### src/common/stepper_spi_pkg.sv
package stepper_spi_pkg;

	// Link framing
	localparam int        BITS_PER_BYTE = 8;
	localparam int        FRAME_BITS    = 16;
	localparam logic [4:0] FRAME_DONE   = 5'h10;
	localparam logic [4:0] FRAME_OVER   = 5'h11;
	localparam logic [4:0] BYTE1_DONE   = 5'h08;

	// First byte: command bit and register address
	localparam int         CMD_WRITE_BIT = 7;
	localparam int         ADDR_MSB      = 4;
	localparam logic [4:0] ADDR_WDCTL    = 5'h00;
	localparam logic [4:0] ADDR_STATUS0  = 5'h04;

	// Watchdog control register layout
	localparam int         WD_ARM_BIT     = 7;
	localparam int         WD_INT_MSB     = 6;
	localparam int         WD_INT_LSB     = 3;
	localparam logic [7:0] WD_USED_MASK   = 8'hf8;
	localparam logic [7:0] WDCTL_RESET    = 8'h00;
	localparam logic [7:0] STATUS_RESET   = 8'h00;

	// Status register 0 layout
	localparam int ST_TW_BIT     = 6;
	localparam int ST_CPFAIL_BIT = 5;
	localparam int ST_OPENX_BIT  = 3;
	localparam int ST_OPENY_BIT  = 2;

	// Charge pump start-up, longest time rounds down
	localparam int CLOCK_MHZ          = 100;
	localparam int CP_STARTUP_US      = 2000;
	localparam int CP_STARTUP_CYCLES  = CP_STARTUP_US * CLOCK_MHZ;

	typedef enum logic [0:0] {
		ST_IDLE   = 1'b0,
		ST_ACTIVE = 1'b1
	} link_state_t;

endpackage

### src/core/pin_sync3.sv
`timescale 1ns/1ns
module pin_sync3 #(
	parameter int               WIDTH     = 1,
	parameter logic [WIDTH-1:0] RESET_VAL = '0
) (
	// Clock and reset
	input  wire logic             clk,
	input  wire logic             resetn,
	// Pins in, filtered levels out
	input  wire logic [WIDTH-1:0] d,
	output logic      [WIDTH-1:0] q
);

	typedef struct packed {
		logic [WIDTH-1:0] s1;
		logic [WIDTH-1:0] s2;
		logic [WIDTH-1:0] s3;
		logic [WIDTH-1:0] out;
	} sync_t;

	sync_t r;
	sync_t n;

	always_comb begin
		n    = r;
		n.s1 = d;
		n.s2 = r.s1;
		n.s3 = r.s2;
		// Level moves only once two late stages agree
		for (int i = 0; i < WIDTH; i++) begin
			if (r.s2[i] == r.s3[i]) begin
				n.out[i] = r.s3[i];
			end
		end
	end

	always_ff @(posedge clk or negedge resetn) begin
		if (!resetn) begin
			r <= '{s1: RESET_VAL, s2: RESET_VAL, s3: RESET_VAL,
				out: RESET_VAL};
		end else begin
			r <= n;
		end
	end

	assign q = r.out;

endmodule

### src/core/stepper_spi_slave.sv
`timescale 1ns/1ns
module stepper_spi_slave
	import stepper_spi_pkg::*;
#(
	parameter int OVC_WIDTH  = 4,
	parameter int OPEN_WIDTH = 2,
	parameter int CP_STARTUP = CP_STARTUP_CYCLES
) (
	// Clock and reset
	input  wire logic                  CLOCK,
	input  wire logic                  RESETN,
	input  wire logic                  HARD_RESET_IN,
	// Serial link pins
	input  wire logic                  SCLK_IN,
	input  wire logic                  SELECT_N,
	input  wire logic                  SDI_IN,
	output logic                       SDO_O,
	output logic                       SDO_OE,
	// Diagnostic flags
	input  wire logic                  THERMAL_WARNING_FLAG,
	input  wire logic                  THERMAL_SHUTDOWN_FLAG,
	input  wire logic [OVC_WIDTH-1:0]  OVERCURRENT_X_FLAGS,
	input  wire logic [OVC_WIDTH-1:0]  OVERCURRENT_Y_FLAGS,
	input  wire logic [OPEN_WIDTH-1:0] OPEN_COIL_FLAGS,
	input  wire logic                  CHARGE_PUMP_LOW,
	// Fault pin, open drain
	output logic                       FAULT_OUT_N_O,
	output logic                       FAULT_OUT_N_OE,
	// Watchdog control and charge pump fail
	output logic                       WATCHDOG_ARM_BIT,
	output logic [3:0]                 WATCHDOG_INTERVAL,
	output logic                       WATCHDOG_KICK,
	output logic                       WATCHDOG_FLAG_CLEAR,
	output logic                       CHARGE_PUMP_FAIL
);

	localparam int CPW = $clog2(CP_STARTUP + 1);
	// Hard reset, two thermal flags and pump low, then the flag vectors
	localparam int FLW = 4 + 2 * OVC_WIDTH + OPEN_WIDTH;
	localparam logic [CPW-1:0] CP_LOAD = CPW'(CP_STARTUP);

	typedef struct packed {
		link_state_t    st;
		logic [4:0]     bitcnt;
		logic [15:0]    rx;
		logic [7:0]     tx;
		logic           sclk_q;
		logic           cs_q;
		logic           sdo_oe;
		logic           fault_oe;
		logic [7:0]     wdctl;
		logic           kick;
		logic           wdclr;
		logic [CPW-1:0] cp_cnt;
	} state_t;

	state_t r;
	state_t n;

	logic [2:0]     link_s;
	logic           sclk_s;
	logic           cs_n_s;
	logic           sdi_s;
	logic           hard_s;
	logic           tw_s;
	logic           tsd_s;
	logic           cplow_s;
	logic [OVC_WIDTH-1:0]  ovcx_s;
	logic [OVC_WIDTH-1:0]  ovcy_s;
	logic [OPEN_WIDTH-1:0] open_s;
	logic           cpfail;
	logic           fault_any;
	logic [7:0]     status0;
	logic           sclk_rise;
	logic           sclk_fall;
	logic           cs_fall;

	pin_sync3 #(
		.WIDTH     (3),
		.RESET_VAL (3'h2)
	) link_sync (
		.clk    (CLOCK),
		.resetn (RESETN),
		.d      ({SCLK_IN, SELECT_N, SDI_IN}),
		.q      (link_s)
	);

	pin_sync3 #(
		.WIDTH     (FLW),
		.RESET_VAL ('0)
	) flag_sync (
		.clk    (CLOCK),
		.resetn (RESETN),
		.d      ({HARD_RESET_IN, THERMAL_WARNING_FLAG,
			THERMAL_SHUTDOWN_FLAG, CHARGE_PUMP_LOW,
			OVERCURRENT_X_FLAGS, OVERCURRENT_Y_FLAGS,
			OPEN_COIL_FLAGS}),
		.q      ({hard_s, tw_s, tsd_s, cplow_s, ovcx_s, ovcy_s, open_s})
	);

	assign sclk_s = link_s[2];
	assign cs_n_s = link_s[1];
	assign sdi_s  = link_s[0];

	function automatic logic [4:0] addr_of(input logic [7:0] cmd);
		return cmd[ADDR_MSB:0];
	endfunction

	function automatic logic [7:0] reg_read(input logic [4:0] addr,
		input logic [7:0] wdctl, input logic [7:0] st0);
		case (addr)
			ADDR_WDCTL:   reg_read = wdctl;
			ADDR_STATUS0: reg_read = st0;
			default:      reg_read = STATUS_RESET;
		endcase
	endfunction

	// Pump counts from power-on only; hard reset leaves it running
	assign cpfail    = (r.cp_cnt != '0) | cplow_s;
	assign fault_any = tw_s | tsd_s | (|ovcx_s) | (|ovcy_s)
		| (|open_s) | cpfail;

	always_comb begin
		status0                = STATUS_RESET;
		status0[ST_TW_BIT]     = tw_s;
		status0[ST_CPFAIL_BIT] = cpfail;
		status0[ST_OPENX_BIT]  = open_s[0];
		status0[ST_OPENY_BIT]  = open_s[OPEN_WIDTH-1];
	end

	assign sclk_rise = sclk_s & ~r.sclk_q;
	assign sclk_fall = ~sclk_s & r.sclk_q;
	assign cs_fall   = r.cs_q & ~cs_n_s;

	always_comb begin
		n          = r;
		n.kick     = 1'b0;
		n.wdclr    = 1'b0;
		n.sclk_q   = sclk_s;
		n.cs_q     = cs_n_s;
		n.fault_oe = fault_any;
		if (r.cp_cnt != '0) begin
			n.cp_cnt = r.cp_cnt - 1'b1;
		end
		case (r.st)
			ST_IDLE: begin
				n.sdo_oe = 1'b0;
				// Transfers start only from the master's select
				if (cs_fall) begin
					n.st     = ST_ACTIVE;
					n.bitcnt = '0;
					n.tx     = status0;
					n.sdo_oe = ~status0[7];
				end
			end
			ST_ACTIVE: begin
				if (cs_n_s) begin
					n.st     = ST_IDLE;
					n.sdo_oe = 1'b0;
					if (r.bitcnt == FRAME_DONE && r.rx[15-7+CMD_WRITE_BIT]
						&& addr_of(r.rx[15:8]) == ADDR_WDCTL) begin
						n.wdctl = r.rx[7:0] & WD_USED_MASK;
						n.kick  = r.rx[WD_ARM_BIT];
						n.wdclr = ~r.rx[WD_ARM_BIT];
					end
				end else if (sclk_rise) begin
					n.rx = {r.rx[14:0], sdi_s};
					// Saturate past a full frame so extra clocks void it
					if (r.bitcnt != FRAME_OVER) begin
						n.bitcnt = r.bitcnt + 1'b1;
					end
				end else if (sclk_fall) begin
					if (r.bitcnt == BYTE1_DONE) begin
						n.tx = reg_read(addr_of(r.rx[7:0]), r.wdctl,
							status0);
					end else begin
						n.tx = {r.tx[6:0], 1'b0};
					end
					n.sdo_oe = ~n.tx[7];
				end
			end
			default: begin
				n.st     = ST_IDLE;
				n.sdo_oe = 1'b0;
			end
		endcase
		if (hard_s) begin
			n.st     = ST_IDLE;
			n.bitcnt = '0;
			n.sdo_oe = 1'b0;
			n.wdctl  = WDCTL_RESET;
			n.kick   = 1'b0;
			n.wdclr  = 1'b0;
		end
	end

	always_ff @(posedge CLOCK or negedge RESETN) begin
		if (!RESETN) begin
			r <= '{st: ST_IDLE, bitcnt: 5'h00, rx: 16'h0000,
				tx: 8'h00, sclk_q: 1'b0, cs_q: 1'b1, sdo_oe: 1'b0,
				fault_oe: 1'b0, wdctl: WDCTL_RESET, kick: 1'b0,
				wdclr: 1'b0, cp_cnt: CP_LOAD};
		end else begin
			r <= n;
		end
	end

	assign SDO_O               = 1'b0;
	assign SDO_OE              = r.sdo_oe;
	assign FAULT_OUT_N_O       = 1'b0;
	assign FAULT_OUT_N_OE      = r.fault_oe;
	assign WATCHDOG_ARM_BIT    = r.wdctl[WD_ARM_BIT];
	assign WATCHDOG_INTERVAL   = r.wdctl[WD_INT_MSB:WD_INT_LSB];
	assign WATCHDOG_KICK       = r.kick;
	assign WATCHDOG_FLAG_CLEAR = r.wdclr;
	assign CHARGE_PUMP_FAIL    = cpfail;
endmodule

### config.mk
export PLATFORM = sky130hd
export DESIGN_NAME = stepper_spi_slave
export DESIGN_NICKNAME = d
export VERILOG_FILES = /design/src/common/stepper_spi_pkg.sv /design/src/core/pin_sync3.sv /design/src/core/stepper_spi_slave.sv
export SDC_FILE = /design/constraint.sdc
export NUM_CORES = 1
export LEC_CHECK = 0
export BUFFER_PORTS_ARGS = -buffer_cell sky130_fd_sc_hd__buf_2
export CELL_PAD_IN_SITES_DETAIL_PLACEMENT = 0
export CELL_PAD_IN_SITES_GLOBAL_PLACEMENT = 1
export CORE_ASPECT_RATIO = 1.75
export CORE_MARGIN = 3
export CORE_UTILIZATION = 44
export DETAILED_ROUTE_END_ITERATION = 10
export PLACE_DENSITY_LB_ADDON = 0.2
export SLEW_MARGIN = 20
export SYNTH_ARGS = -nofsm -noshare
export SYNTH_HDL_FRONTEND = slang
export SYNTH_SLANG_ARGS = --single-unit
### constraint.sdc
create_clock -name CLOCK -period 1.9 [get_ports CLOCK]
set_clock_uncertainty 0.15 [all_clocks]
set_input_delay 0.19 -clock CLOCK [delete_from_list [all_inputs] [get_ports CLOCK]]
set_output_delay 0.19 -clock CLOCK [all_outputs]
set_load 0.01 [all_outputs]
==> run metrics <==
placer congestion estimate 0.795; CTS tree done; number of enable flip-flop cells after synthesis 0; GR Overflow Total 0; Stages on worst setup path 4; vias 3,153; largest area contributor in the netlist dfrtp_1; post-synth top area share 59.9%; Hold Vio Cnt, Final 0; Vias/cell 5.24; worst rel slew slack 58.1%; area of the multi-input gates 1670 um^2; Fillers 838; Max Cap Viol 0; Post-synth top flop dfrtp_1; FF/Latch Area 3170 um^2; CP delay by family, top simple AND/OR/NAND/NOR gates; reg2reg setup slack -0.27 ns; Non-Filler Instances 602; max incr delay on CP 0.50 ns; # H-tree levels 4; CP Cell Sequence or3_4 -> or4b_4 -> or3_4 -> buf_6; max-slew violations 0; Placed Instances 550; WS Path Type flop to output port; Rows 49; Critical path buffers and inverters 1; reg2reg path depth 6; register area share after synthesis 65.9%; Post-Route Utilization 60.6%; yosys warns 0; P_leak 3.01 nW; flops & latches, synth 126; Synth Cell Area 4810 um^2; DRC violations left 0; violated checks negative setup slack; Final period util 135%; R2R Path Start r[15]; ant diodes 0; Chip Height 144 um; Post-DP Area 5440 um^2; clk buf depth 2; initial antenna violation count 0; Final setup viols 20; Synth-to-Final Area Change 32.2%; CP Max Fanout 2; clk sinks 126; die area 12,300 um^2; CP max stage cell or4b_4; final instance area 6350 um^2; vias in the first global route 3,261; Wirelength per Cell 15.4 um; cell mode on critical path or3_4; pwr/cell area 1010 nW/um^2; reg2reg end r[9]; Power Total 6.42 mW; worst hold path type primary input to asynchronous set/reset pin; Num CTS Buffers 17; HPWL Detailed 6.10 mm; starting density of the core 45.9%; final WL 9.26 mm; Root Driver clkbuf_16; top post-synthesis cells by area dfrtp_1, dfstp_2, maj3_1; minimum clock period 2.57 ns; share of layout cells above drive strength 1 34.5%; Worst EP arrival 2.23 ns; RSZ-0062 raised after global routing true; worst-skew pair later-pin latency 0.41 ns; first-pass GRT wire length 15.4 mm; Gate Count Post-Synth 364; ANT nets after route 0; Req. time, crit path 1.56 ns; port buffer count 28; clk slew on worst S/H paths 0.06 ns; Worst setup EP type output port; largest net degree at the start of global routing 46; IO Count 31; core area 10,500 um^2; worst-margin pin slew 0.622 ns; worst setup margin -0.673 ns; ys async rst share 100%; nets 486; library cells used by synthesis 58; VDD IR max 0.875 mV; first-iteration detailed-routing DRC count 144; Die Wd 85.0 um; syn avg cell area 13.2 um^2; status finished, violations left; fmax 389 MHz; GRT Total Usage 16.2%; TritonRoute pass-1 iters 6; CP startpoint kind flop
## placed cells by master (no fill, tap or decap), types with 4 or more instances in the layout
master / n
dfrtp_1: 115
buf_4: 45
nand2_1: 30
buf_2: 26
dlygate4sd3_1: 18
nor2_1: 17
maj3_1: 17
clkbuf_16: 17
mux2_2: 12
dfstp_2: 11
inv_1: 10
xnor2_1: 9
mux2i_1: 9
nor3_1: 8
nor4_1: 6
inv_6: 6
nand3b_1: 4
nand4_1: 4
nor3b_1: 4
nand2b_1: 4
nand3_1: 4
a21oi_1: 4
o21ai_2: 4
ha_1: 4
inv_8: 4
buf_6: 4
## cell type report
class	count	area share (%)
clock buffer	17	6.70
clock inverter	15	2.21
inverter	10	0.591
multi-input combinational	211	26.3
sequential	126	49.8
tap	127	2.50
timing repair buffer	96	11.9
## flip-flops by register name, indices dropped and copies added (netlist names), 3 cells and up
name / flops
WATCHDOG_INTERVAL: 4
flag_sync.n: 28
flag_sync.q: 14
flag_sync.r: 14
link_sync.n: 6
link_sync.q: 3
link_sync.r: 3
r: 49
## timing repair
action	in CTS	in global routing
buffers inserted	1	1
hold buffers	18	0
pin swaps	4	7
hold endpoints to repair	53	0
gates resized for setup	11	18
endpoints found under the setup margin	22	26
## through the flow
stage	setup TNS (ns)	hold slack [ns]	setup WS, ns
floorplan	-0.737	-0.256	-0.204
global placement	-1.57	0.0515	-0.222
detailed placement	-2.04	0.0561	-0.228
CTS	-4.09	0.161	-0.686
global route	-4.99	0.177	-0.698
finish	-4.21	0.146	-0.673
## how the worst max path moves through the flow
stage | start | endpoint | slack, ns
2_1_floorplan | r[15] | FAULT_OUT_N_OE | -0.20
3_3_place_gp | r[15] | CHARGE_PUMP_FAIL | -0.22
3_5_place_dp | r[15] | CHARGE_PUMP_FAIL | -0.23
4_1_cts | r[15] | CHARGE_PUMP_FAIL | -0.69
5_1_grt | r[15] | CHARGE_PUMP_FAIL | -0.70
6_report | r[15] | CHARGE_PUMP_FAIL | -0.67
## Yosys cell counts, types with 2 or more instances
| cell | number |
|---|---|
| nand3b_1 | 4 |
| dfrtp_1 | 115 |
| xnor2_1 | 10 |
| maj3_1 | 17 |
| nand4bb_1 | 2 |
| buf_4 | 6 |
| nand2b_1 | 4 |
| or4_1 | 3 |
| mux2_2 | 12 |
| and2_1 | 2 |
| nor4bb_1 | 2 |
| a31oi_1 | 3 |
| or3_4 | 2 |
| o31ai_1 | 4 |
| mux2i_1 | 9 |
| a211oi_1 | 2 |
| nor2_1 | 17 |
| nor2b_1 | 3 |
| nand3_1 | 4 |
| nor3_1 | 9 |
| o211ai_1 | 2 |
| or2_2 | 2 |
| nor4b_1 | 3 |
| nand2_1 | 30 |
| nand4_1 | 4 |
| nand4b_1 | 2 |
| a21oi_1 | 6 |
| inv_1 | 10 |
| dfstp_2 | 11 |
| ha_1 | 5 |
| a22o_1 | 2 |
| nor3b_1 | 5 |
| o21ai_0 | 9 |
| and3_1 | 2 |
| clkbuf_1 | 9 |
| nor4_1 | 10 |
## worst reg2reg max path: stages (launching register included)
cell and delay [ns]:
dfrtp_1 0.39, or3_4 0.40, or4b_4 0.50, buf_4 0.17, buf_6 0.15, o2111ai_4 0.21, xnor2_2 0.13
## report_power, final
part | switching, mW | total [mW] | leakage (nW) | internal [mW]
clock | 1.33 | 3.06 | 0.280 | 1.73
sequential | 0.0968 | 2.93 | 1.55 | 2.84
combinational | 0.208 | 0.422 | 1.17 | 0.213
total | 1.64 | 6.42 | 3.01 | 4.78
## routing by layer
metal  share of wire, %  global-route usage [%]
met4                1.9                    7.17
met1                 40                    18.2
met2                 55                    28.1
met3                3.2                    4.85
met5                  0                       0
## kinds of logic (layout without fill, tap and decap cells)
group	after synthesis	in the layout	share of synthesized area (%)
compound gates	39	39	5.57
xor+xnor	11	11	2.00
fa+ha+maj	22	22	4.84
buf+inv	28	138	2.84
flops	126	126	65.9
mux	21	21	4.69
other cells	1	2	0.0780
simple gates	116	116	14.1
(Power assumes the default switching activity.)
